### config.mk
export PLATFORM = sky130hd
export DESIGN_NAME = smw_ctrl
export DESIGN_NICKNAME = d
export VERILOG_FILES = /design/src/common/smw_pkg.sv /design/src/rtl/smw_ctrl.sv
export VERILOG_INCLUDE_DIRS = /design/src /design/src/common
export SDC_FILE = /design/constraint.sdc
export NUM_CORES = 1
export LEC_CHECK = 0
export BUFFER_PORTS_ARGS = -buffer_cell sky130_fd_sc_hd__buf_4
export CAP_MARGIN = 15
export CORE_ASPECT_RATIO = 0.6
export CORE_UTILIZATION = 40
export CTS_BUF_LIST = sky130_fd_sc_hd__clkbuf_16
export DETAILED_ROUTE_END_ITERATION = 6
export PLACE_DENSITY = 0.61
export SKIP_CTS_REPAIR_TIMING = 1
export SLEW_MARGIN = 10
export SYNTH_ARGS = -nofsm -noshare
export SYNTH_HDL_FRONTEND = slang
export SYNTH_SLANG_ARGS = --single-unit
### constraint.sdc
create_clock -name sys_clk_i -period 4.25 [get_ports sys_clk_i]
set_clock_uncertainty 0.2 [all_clocks]
set_input_delay 0.425 -clock sys_clk_i [delete_from_list [all_inputs] [get_ports sys_clk_i]]
set_output_delay 0.425 -clock sys_clk_i [all_outputs]
set_load 0.05 [all_outputs]
### src/common/smw_params.svh
// Register offsets, field positions, reset values and timing counts
// ==========================================================
// Functional notes
// - Flag register 0x54: bit 7 reserved, bits 6..0 cleared by write.
// - Bits 6-3: half termination, shorted, high-battery, low-ground.
// - Bit 2 flags any open bus, location unknown.
// - Bit 1 ground short, bit 0 battery short, one or both lines.
// - Normal mode passes transmit and receive; inactivity timer stopped.
// - Silent mode ignores transmit, driver off, receive mirrors bus.
// - Standby latches receive low on wake or fault (code latches on wake only); power-on is a wake.
// - Standby inactivity expiry sets software error; stays in standby.
// - Filtered dominant, recessive, dominant phases; traffic ignored.
// - Second filtered dominant declares wake and pulls receive low.
// - Pattern must finish within timeout, else detector restarts.
// - Reset mode holds reset output low, transceiver off, bus to ground.
// - Reset mode watches for wake; wake biases bus, signals receive.
// - Reset mode entered at power-on and when reset pin pulled low.
// - Leaving fail-safe after fault clears goes to reset mode.
// - Over-temp or over-voltage: fail-safe, regulator off, reset low.
// - Fail-safe exits only when temp ok, voltage ok and wake present.
// - Uncleared fault past inactivity time sets software error.
// - Fault kept after four falling edges, each dominant >= 2 us.
`ifndef SMW_PARAMS_SVH
`define SMW_PARAMS_SVH
`define SMW_CLK_MHZ 50
`define SMW_FAULT_ADDR 8'h54
`define SMW_FAULT_RESET 8'h00
`define SMW_FAULT_RSVD_BIT 7
`define SMW_BIT_HALF_TERM 6
`define SMW_BIT_SHORTED 5
`define SMW_BIT_H_BAT 4
`define SMW_BIT_L_GND 3
`define SMW_BIT_OPEN 2
`define SMW_BIT_GND 1
`define SMW_BIT_BAT 0
`define SMW_FAULT_DOM_US 2
`define SMW_FAULT_EDGES 4
`define SMW_WK_FILTER_US 1
`define SMW_WK_TIMEOUT_US 1000
`define SMW_INACTIVE_MS 5
`endif

### src/common/smw_pkg.sv
// Types for the mode, wake and fault controller
package smw_pkg;
  typedef enum logic [2:0] {
    SMW_OFF = 3'b000,
    SMW_RESET = 3'b001,
    SMW_FAILSAFE = 3'b010,
    SMW_NORMAL = 3'b011,
    SMW_STANDBY = 3'b100,
    SMW_SILENT = 3'b101
  } smw_mode_t;
  typedef enum logic [1:0] {
    SMW_WK_IDLE = 2'b00,
    SMW_WK_DOM1 = 2'b01,
    SMW_WK_REC = 2'b10
  } smw_wake_t;
  typedef struct packed {
    logic wr;
    logic rd;
    logic [7:0] addr;
    logic [7:0] wdata;
  } smw_reg_req_t;
  typedef struct packed {
    logic half_term;
    logic shorted;
    logic h_bat;
    logic l_gnd;
    logic open;
    logic gnd;
    logic bat;
  } smw_fault_t;
endpackage

### src/rtl/smw_ctrl.sv
// Operating mode, wake pattern and bus-fault flag controller
`timescale 1ns/100ps
`include "smw_params.svh"
module smw_ctrl
  import smw_pkg::*;
#(
  parameter int WK_TIMEOUT_CYC = `SMW_WK_TIMEOUT_US * `SMW_CLK_MHZ,
  parameter int INACTIVE_CYC = `SMW_INACTIVE_MS * 1000 * `SMW_CLK_MHZ
) (
  // Clock and reset
  input wire logic sys_clk_i,
  input wire logic rst_b_i,
  // Supply and faults (async pins)
  input wire logic power_good_i,
  input wire logic over_temp_i,
  input wire logic temp_recovered_i,
  input wire logic over_volt_i,
  input wire logic volt_recovered_i,
  input wire logic reset_pin_low_i,
  // Mode command from host
  input wire logic cmd_valid_i,
  input wire smw_mode_t cmd_mode_i,
  // Register access
  input wire smw_reg_req_t reg_req_i,
  output logic [7:0] reg_rdata_o,
  // CAN path
  input wire logic txd_i,
  input wire logic bus_dom_i,
  input wire smw_fault_t fault_seen_i,
  output logic tx_dom_o,
  output logic rxd_o,
  output logic bias_active_o,
  // Status
  output smw_mode_t mode_o,
  output logic reset_out_n_o,
  output logic regulator_output_o,
  output logic watchdog_en_o,
  output logic reg_access_en_o,
  output logic software_error_flag_o,
  output logic wake_up_pattern_o
);
  localparam int FILT_CYC = `SMW_WK_FILTER_US * `SMW_CLK_MHZ;
  localparam int DOM_CYC = `SMW_FAULT_DOM_US * `SMW_CLK_MHZ;

  // ==========================================================
  // Input synchronisers: change counts once stages 2 and 3 agree
  localparam int NS = 7;
  logic [NS-1:0] raw, s1, s2, s3, clean, next_clean;
  assign raw = {power_good_i, over_temp_i, temp_recovered_i, over_volt_i,
                volt_recovered_i, reset_pin_low_i, bus_dom_i};
  always_comb begin
    next_clean = clean;
    for (int i = 0; i < NS; i++) begin
      if (s2[i] == s3[i]) begin
        next_clean[i] = s3[i];
      end
    end
  end
  always_ff @(posedge sys_clk_i or negedge rst_b_i) begin
    if (!rst_b_i) begin
      s1 <= '0;
      s2 <= '0;
      s3 <= '0;
      clean <= '0;
    end else begin
      s1 <= raw;
      s2 <= s1;
      s3 <= s2;
      clean <= next_clean;
    end
  end
  logic pg, ot, tr, ov, vr, rpl, dom;
  assign {pg, ot, tr, ov, vr, rpl, dom} = clean;

  // ==========================================================
  // Wake pattern detector
  smw_wake_t wk, next_wk;
  logic [15:0] filt_cnt, next_filt_cnt;
  logic [31:0] to_cnt, next_to_cnt;
  logic dom_d, next_dom_d, wake_hit;
  logic filt_ok;
  assign filt_ok = (filt_cnt > 16'(FILT_CYC));
  always_comb begin
    next_wk = wk;
    next_dom_d = dom;
    next_filt_cnt = (dom != dom_d) ? 16'h0000 :
                    (filt_ok ? filt_cnt : filt_cnt + 16'h0001);
    next_to_cnt = (wk == SMW_WK_IDLE) ? 32'h0 : to_cnt + 32'h1;
    wake_hit = 1'b0;
    case (wk)
      SMW_WK_IDLE: begin
        if (dom && filt_ok) begin
          next_wk = SMW_WK_DOM1;
        end
      end
      SMW_WK_DOM1: begin
        if (!dom && filt_ok) begin
          next_wk = SMW_WK_REC;
        end
      end
      SMW_WK_REC: begin
        if (dom && filt_ok) begin
          next_wk = SMW_WK_IDLE;
          wake_hit = 1'b1;
        end
      end
      default: next_wk = SMW_WK_IDLE;
    endcase
    if (wk != SMW_WK_IDLE && to_cnt >= 32'(WK_TIMEOUT_CYC) && !wake_hit) begin
      next_wk = SMW_WK_IDLE;
    end
  end
  always_ff @(posedge sys_clk_i or negedge rst_b_i) begin
    if (!rst_b_i) begin
      wk <= SMW_WK_IDLE;
      filt_cnt <= 16'h0000;
      to_cnt <= 32'h0;
      dom_d <= 1'b0;
    end else begin
      wk <= next_wk;
      filt_cnt <= next_filt_cnt;
      to_cnt <= next_to_cnt;
      dom_d <= next_dom_d;
    end
  end

  // ==========================================================
  // Bus-fault qualification: four qualified dominant bits per fault
  logic [15:0] dom_len, next_dom_len;
  logic [2:0] edge_cnt [7], next_edge_cnt [7];
  logic qual_edge;
  assign qual_edge = dom_d && !dom && dom_len >= 16'(DOM_CYC);
  logic [6:0] fault_vec, fault_set;
  assign fault_vec = fault_seen_i;
  always_comb begin
    next_dom_len = dom ? ((dom_len == 16'hffff) ? dom_len : dom_len + 16'h1)
                       : 16'h0;
    fault_set = '0;
    for (int i = 0; i < 7; i++) begin
      next_edge_cnt[i] = edge_cnt[i];
      if (!fault_vec[i]) begin
        next_edge_cnt[i] = 3'h0;
      end else if (qual_edge) begin
        if (edge_cnt[i] == 3'(`SMW_FAULT_EDGES - 1)) begin
          fault_set[i] = 1'b1;
          next_edge_cnt[i] = 3'h0;
        end else begin
          next_edge_cnt[i] = edge_cnt[i] + 3'h1;
        end
      end
    end
  end

  // ==========================================================
  // Fault flag register: set wins over write clear
  logic [6:0] flags, next_flags;
  logic reg_ok;
  always_comb begin
    next_flags = flags;
    if (reg_ok && reg_req_i.wr && reg_req_i.addr == `SMW_FAULT_ADDR) begin
      next_flags = '0;
    end
    next_flags = next_flags | fault_set;
  end
  always_ff @(posedge sys_clk_i or negedge rst_b_i) begin
    if (!rst_b_i) begin
      flags <= 7'(`SMW_FAULT_RESET);
      dom_len <= 16'h0;
      for (int i = 0; i < 7; i++) begin
        edge_cnt[i] <= 3'h0;
      end
    end else begin
      flags <= next_flags;
      dom_len <= next_dom_len;
      for (int i = 0; i < 7; i++) begin
        edge_cnt[i] <= next_edge_cnt[i];
      end
    end
  end

  // ==========================================================
  // Mode state machine
  smw_mode_t mode, next_mode;
  logic [31:0] inact, next_inact;
  logic software_error_flag, next_swe, rx_latch, next_rx_latch, bias, next_bias;
  logic rpl_d, next_rpl_d;
  logic [7:0] rdata, next_rdata;
  assign reg_ok = (mode == SMW_NORMAL || mode == SMW_STANDBY ||
                   mode == SMW_SILENT);
  always_comb begin
    next_mode = mode;
    next_inact = 32'h0;
    next_swe = software_error_flag;
    next_rx_latch = rx_latch;
    next_bias = bias;
    next_rpl_d = rpl;
    // Clear first so that an expiry in the same cycle still sets the flag
    if (reg_ok && reg_req_i.wr && reg_req_i.addr == `SMW_FAULT_ADDR) begin
      next_swe = 1'b0;
    end
    case (mode)
      SMW_OFF: begin
        if (pg) begin
          next_mode = SMW_RESET;
          next_rx_latch = 1'b1;
        end
      end
      SMW_RESET: begin
        if (wake_hit) begin
          next_bias = 1'b1;
          next_rx_latch = 1'b1;
        end
        // Leave on release of the pin; a level test would exit at once
        if (rpl_d && !rpl) begin
          next_mode = SMW_STANDBY;
        end
      end
      SMW_FAILSAFE: begin
        if (tr && vr && (wake_hit || rx_latch)) begin
          next_mode = SMW_RESET;
        end else begin
          next_inact = (inact == 32'(INACTIVE_CYC)) ? inact : inact + 32'h1;
          if (inact == 32'(INACTIVE_CYC) - 32'h1) begin
            next_swe = 1'b1;
          end
        end
      end
      SMW_STANDBY: begin
        if (wake_hit) begin
          next_rx_latch = 1'b1;
          next_bias = 1'b1;
        end
        if (cmd_valid_i && (cmd_mode_i == SMW_NORMAL ||
                            cmd_mode_i == SMW_SILENT)) begin
          next_mode = cmd_mode_i;
          next_rx_latch = 1'b0;
          next_bias = 1'b1;
        end else begin
          next_inact = (inact == 32'(INACTIVE_CYC)) ? inact : inact + 32'h1;
          if (inact == 32'(INACTIVE_CYC) - 32'h1) begin
            next_swe = 1'b1;
            next_bias = 1'b0;
          end
        end
      end
      SMW_NORMAL, SMW_SILENT: begin
        if (cmd_valid_i && (cmd_mode_i == SMW_NORMAL ||
                            cmd_mode_i == SMW_SILENT ||
                            cmd_mode_i == SMW_STANDBY)) begin
          next_mode = cmd_mode_i;
          next_bias = (cmd_mode_i != SMW_STANDBY);
        end
      end
      default: next_mode = SMW_OFF;
    endcase
    if (mode != SMW_OFF && (ot || ov)) begin
      next_mode = SMW_FAILSAFE;
      next_bias = 1'b0;
      next_inact = (mode == SMW_FAILSAFE) ? next_inact : 32'h0;
    end else if (mode != SMW_OFF && mode != SMW_FAILSAFE && rpl) begin
      next_mode = SMW_RESET;
      next_bias = 1'b0;
    end
    if (!pg) begin
      next_mode = SMW_OFF;
      next_bias = 1'b0;
    end
    next_rdata = 8'h00;
    if (reg_ok && reg_req_i.rd && reg_req_i.addr == `SMW_FAULT_ADDR) begin
      next_rdata = {1'b0, flags};
    end
  end
  always_ff @(posedge sys_clk_i or negedge rst_b_i) begin
    if (!rst_b_i) begin
      mode <= SMW_OFF;
      inact <= 32'h0;
      software_error_flag <= 1'b0;
      rx_latch <= 1'b0;
      bias <= 1'b0;
      rpl_d <= 1'b0;
      rdata <= 8'h00;
    end else begin
      mode <= next_mode;
      inact <= next_inact;
      software_error_flag <= next_swe;
      rx_latch <= next_rx_latch;
      bias <= next_bias;
      rpl_d <= next_rpl_d;
      rdata <= next_rdata;
    end
  end

  // ==========================================================
  // Outputs
  always_comb begin
    tx_dom_o = 1'b0;
    rxd_o = 1'b1;
    case (mode)
      SMW_NORMAL: begin
        tx_dom_o = !txd_i;
        rxd_o = !dom;
      end
      SMW_SILENT: rxd_o = !dom;
      SMW_STANDBY, SMW_RESET: rxd_o = !rx_latch;
      default: rxd_o = 1'b1;
    endcase
  end
  assign bias_active_o = bias;
  assign mode_o = mode;
  assign reset_out_n_o = !(mode == SMW_RESET || mode == SMW_FAILSAFE ||
                           mode == SMW_OFF);
  assign regulator_output_o = (mode != SMW_OFF && mode != SMW_FAILSAFE);
  assign watchdog_en_o = reg_ok;
  assign reg_access_en_o = reg_ok;
  assign software_error_flag_o = software_error_flag;
  assign wake_up_pattern_o = wake_hit;
  assign reg_rdata_o = rdata;
endmodule

* Word-level counts from Yosys, hierarchy flattened
Cells that the tools add are included.
Word-level totals: flip-flop bits (word level) 170, memories kept 0, memory bits (read-only) 0, latch bits 0, bits in writable memories 0, output and inout bits 20
Operators by class: order comparisons 3, $add $sub $neg 11, bitwise logic cells 1, muxes and demuxes 89, shift-type cells 0, reductions and logical operators 43, multiply operators 0, div/mod/pow operators 0, equal/unequal tests 49
Operators with widths (number):
- 2-to-1 mux 32 bit | 6
- 2-to-1 mux 3 bit | 28
- adder 32 x 1 -> 32 bit, second input constant | 2
- == test 32 x 18 -> 1 bit, second input constant | 2
- 2-to-1 mux 16 bit | 4
- case mux 32 bit (2 select lines) | 1
- 2-to-1 mux 1 bit | 38
- adder 16 x 1 -> 16 bit, second input constant | 2
- >= comparator 32 x 16 -> 1 bit, second input constant | 1
- == test 3 x 2 -> 1 bit, second input constant | 10
- adder 3 x 1 -> 3 bit, second input constant | 7
- logical AND 1 bit | 18
- == test 16 bit, second input constant | 1
- >= comparator 16 x 7 -> 1 bit, second input constant | 1
- > comparator 16 x 6 -> 1 bit, second input constant | 1
- != test 2 x 1 -> 1 bit, second input constant | 8
- case mux 3 bit (5 select lines) | 1
- 2-to-1 mux 7 bit | 2
- == test 3 bit, second input constant | 4
- != test 5 x 2 -> 1 bit, second input constant | 2
- != test 3 bit, second input constant | 3
- == test 8 x 7 -> 1 bit, second input constant | 1
- logical OR 1 bit | 8
- 2-to-1 mux 2 bit | 4
- 24 further kinds | 41

* Longest topological paths before layout
word-level depth 11, gate-level depth with buffers 9

* Worst setup path after synthesis
Ideal clock, no wire load.
path type flip-flop to flip-flop, start point reg mode[0] (netlist: mode_o[0]), end point reg flags[6], stages on the path, launching flop included 8, required time 3.928 ns, setup slack 1.656 ns, arrival 2.272 ns, clock period less this slack 2.594 ns, setup time 0.122 ns, path through dfrtp_1 -> clkbuf_1 -> nand3b_1 -> nand2_1 -> and3_1 -> clkbuf_1 -> nand2_1 -> a32o_1
On the way: longest elaborated chain between the ends 7, elaborated cells on any way between the ends 9, those cells by class eq/ne: 3; mux: 1; bitwise: 1; reduce/logical: 4
RTL lines:
- from (decl) | RTL line smw_ctrl.sv:183 | smw_mode_t mode, next_mode;
- from (signal assigned) | RTL line smw_ctrl.sv:283 | mode <= next_mode;
- == test 3 x 2 -> 1 bit / == test 3 bit (equally long branches) | RTL line smw_ctrl.sv:188 | assign reg_ok = (mode == SMW_NORMAL || mode == SMW_STANDBY ||
- logical OR 1 bit | RTL line smw_ctrl.sv:188
- logical OR 1 bit (*) | RTL line smw_ctrl.sv:188
- named net reg_access_en_o | RTL line smw_ctrl.sv:38 | output logic reg_access_en_o,
- logical AND 1 bit (*) | RTL line smw_ctrl.sv:160 | if (reg_ok && reg_req_i.wr && reg_req_i.addr == `SMW_FAULT_ADDR) begin
- logical AND 1 bit (no line) (*)
- 2-to-1 mux 7 bit (*) | RTL line smw_ctrl.sv:160
- bitwise OR 7 bit (*) | RTL line smw_ctrl.sv:163 | next_flags = next_flags | fault_set;
- named net next_flags[6] | RTL line smw_ctrl.sv:156 | logic [6:0] flags, next_flags;
- to (signal assigned) | RTL line smw_ctrl.sv:167 | flags <= 7'(`SMW_FAULT_RESET);
- to (signal assigned) | RTL line smw_ctrl.sv:173 | flags <= next_flags;
- to (decl) | RTL line smw_ctrl.sv:156
Mark *: on every way through the listed nets, which the timed path passes. The rest lies on a longest branch. A chain may end at the register's enable or synchronous reset.

* Final worst setup path
start point reg filt_cnt[0], end point out wake_up_pattern_o
On the way: longest elaborated chain between the ends 4
RTL lines:
- from (decl) | RTL line smw_ctrl.sv:78 | logic [15:0] filt_cnt, next_filt_cnt;
- from (signal assigned) | RTL line smw_ctrl.sv:121 | filt_cnt <= next_filt_cnt;
- > comparator 16 x 6 -> 1 bit | RTL line smw_ctrl.sv:82 | assign filt_ok = (filt_cnt > 16'(FILT_CYC));
- logical AND 1 bit | RTL line smw_ctrl.sv:102 | if (dom && filt_ok) begin
- 2-to-1 mux 1 bit | RTL line smw_ctrl.sv:102
- 2-to-1 mux 1 bit | RTL line smw_ctrl.sv:90 | case (wk)
- to (decl) | RTL line smw_ctrl.sv:40 | output logic wake_up_pattern_o
No other way between the ends.

==> run metrics <==
status=complete, no violations; R2R Setup Slk=1.63 ns; hold path endpoint=edge_cnt[9]$_DFFE_PN0P_; FF-to-FF End=filt_cnt[15]$_DFFE_PN0P_; Nets=885; Max-cap violations=0; most frequent cells in the layout=dfrtp_1 (169), nor2_1 (102), nand2_1 (69); fraction of registers with async set/reset=100%; fraction of layout cells with a size suffix above 1=11.3%; VDD IR max=315 uV; RSZ-0062 raised after global routing=false; placed insts=~1,100; P_leak=0.00404 uW; min-delay src=fault_seen_i[3]; fin crit share=between 60% and 70%; top cells by area, synth=dfrtp_1 (54%), nor2_1 (4.9%), xor2_1 (4.8%), nand2_1 (3.3%), xnor2_1 (3.2%); Clock Path Buffers=2; Global Route Usage Sum=16.9%; # setup viols final=0; pin count of the biggest net entering global routing=83; Hold Fails Final Rpt=0; grt total ovfl=0; die height=111 um; core area=19,100 um2; hpwl dp=around 11 mm; PnR worst setup slack=~1.5 ns; Worst Path Required=approximately 3.6 ns; # DRC=0; Final ANT Viol Nets=0; post-synthesis sequential area ratio=53.7%; htree depth=4; pre-CTS setup slack=1.64 ns; commonest non-fill, non-tap cell in the layout=dfrtp_1; synthesized netlist cell count=just under 800; ant diodes=0; Via Count=5,533; violation count after the first detailed-route iteration=~390; DR vias/cell=between 4 and 5; worst reg-to-reg path cell count=5; per-cell routed wire length=14.2 um; drt pass-1 iters=5; Main synth FF type=dfrtp_1; max_slew headroom=45.5%; drt total wl=15.7 mm; Final Non-Filler Cells=1,109; CTS buffer count=17; Syn Area/Cell=10.2 um2; num rows=39; crit-path max FO=4; Seq cells post-synth=between 150 and 200; top cell type's share of synthesized area=~54%; io pins=59; post-synth top area cell=dfrtp_1; chip width=183 um; Fill cells=1,812; WS Path Type=flip-flop to output pin; Post-synth EDFFs=0; GP Congestion=0.786; min Tclk post-route=roughly 2.7 ns; Pwr per Cell Area=408 nW/um2; Clock Root Buffer=clkbuf_16; CTS Sinks=169; area grow syn2layout=16.7%; initial core utilization=between 40% and 50%; Critical R2R Launch=clean[0]$_DFFE_PN0N_; crit path capture type=output pin; Final Max Slew Viols=0; Port Buffers=49; Worst-path clk slew=0.07 ns; Fmax=368 MHz; worst slew pin tran=0.818 ns; initial antenna violation count=0; Yosys warnings=0; number of global-route vias before repair=5,196; Setup TNS=0 ns; Cell Area, Synth=7870 um2; first-pass GRT wire length=27.0 mm; worst-skew pair later-pin latency=between 0.4 and 0.5 ns; synthesized net count=830; die area=20,300 um2; crit start category=flip-flop; CTS tree=done; Worst EP arrival=2.10 ns; Synth cell types=61; Min-Delay Path Class=input port to flip-flop; Hold Path Cell Cnt=2
==> where the power goes <==
part	switching (uW)	internal (uW)	total, uW	leakage [uW]
Clock	676	876	1550	0.000287
Combinational	306	161	467	0.00147
Sequential	80.9	1650	1730	0.00228
Total	1060	2690	3750	0.00404
==> through the flow <==
step	cell area (um2)	power, uW	util [%]	hold WS [ns]
2_1_floorplan	7870	2050	-	-0.0706
3_3_place_gp	8520	2230	44.6	0.133
3_5_place_dp	8520	2230	44.6	0.135
4_1_cts	9110	3800	47.6	-0.241
5_1_grt	9190	3930	48.0	0.0159
6_report	9190	3750	48.0	0.0247
==> state kept, by name, indices dropped and copies added, names as in the netlist, 2 cells and up <==
| register | count |
|---|---|
| inact | 32 |
| to_cnt | 32 |
| edge_cnt | 21 |
| dom_len | 16 |
| filt_cnt | 16 |
| clean | 7 |
| flags | 7 |
| reg_rdata_o | 7 |
| s1 | 7 |
| s2 | 7 |
| s3 | 7 |
| mode_o | 3 |
| wk | 2 |
==> cell usage after synthesis, drive strengths merged, types with 14 or more instances <==
library cell,number
dfrtp,169
nor2,103
nand2,69
xor2,43
a21oi,34
nand3,32
xnor2,29
and3,23
nand4,23
clkbuf,21
and2,20
nor2b,19
o21ai,19
inv,17
ha,16
nor3,14
nor4,14
==> worst max path at each step <==
stage                                        from                       end  slack [ns]  depth (start not counted)
after global placement       clean[0]$_DFFE_PN0N_  filt_cnt[15]$_DFFE_PN0P_        1.65                          5
after CTS                 filt_cnt[0]$_DFFE_PN0P_         wake_up_pattern_o        1.52                          7
after global routing         clean[0]$_DFFE_PN0N_  filt_cnt[15]$_DFFE_PN0P_        1.37                          5
after floorplan             mode_o[0]$_DFFE_PN0P_        flags[6]$_DFF_PN0_        1.66                          7
after detailed placement     clean[0]$_DFFE_PN0N_  filt_cnt[15]$_DFFE_PN0P_        1.64                          5
final                     filt_cnt[0]$_DFFE_PN0P_         wake_up_pattern_o        1.53                          7
==> routing by layer <==
metal	vias to the layer above	global-route usage, %	routed length (um)
met5	-	0	0
met4	0	5.83	152
met3	15	4.20	665
met2	103	21.8	6170
met1	2611	27.0	8730
li1	2804	-	-
==> critical path, cell delays in order, from the launching register on <==
cell     delay [ns]
dfrtp_1        0.41
inv_1          0.08
ha_1           0.14
nor2b_1        0.04
o311a_1        0.32
o21ai_1        0.35
inv_1          0.11
buf_4          0.21
==> cell families after synthesis <==
kind of cell    count (synthesis)  synth area share, %
simple gates                  362                 23.6
flops                         169                 53.7
compound gates                 99                 8.28
xor+xnor                       72                 8.01
buf+inv                        44                 2.30
fa+ha+maj                      23                 3.43
mux                             5                0.652
other cells                     1               0.0476
==> area by class of cell <==
class,count,area [um2],area share (%)
clock buffer,17,425,4.63
clock inverter,15,163,1.77
inverter,18,67.6,0.735
multi-input combinational,562,3470,37.8
sequential,169,4230,46.0
tap,266,333,3.62
timing repair buffer,62,502,5.46
Note: power is estimated with default switching activity, not from simulation.
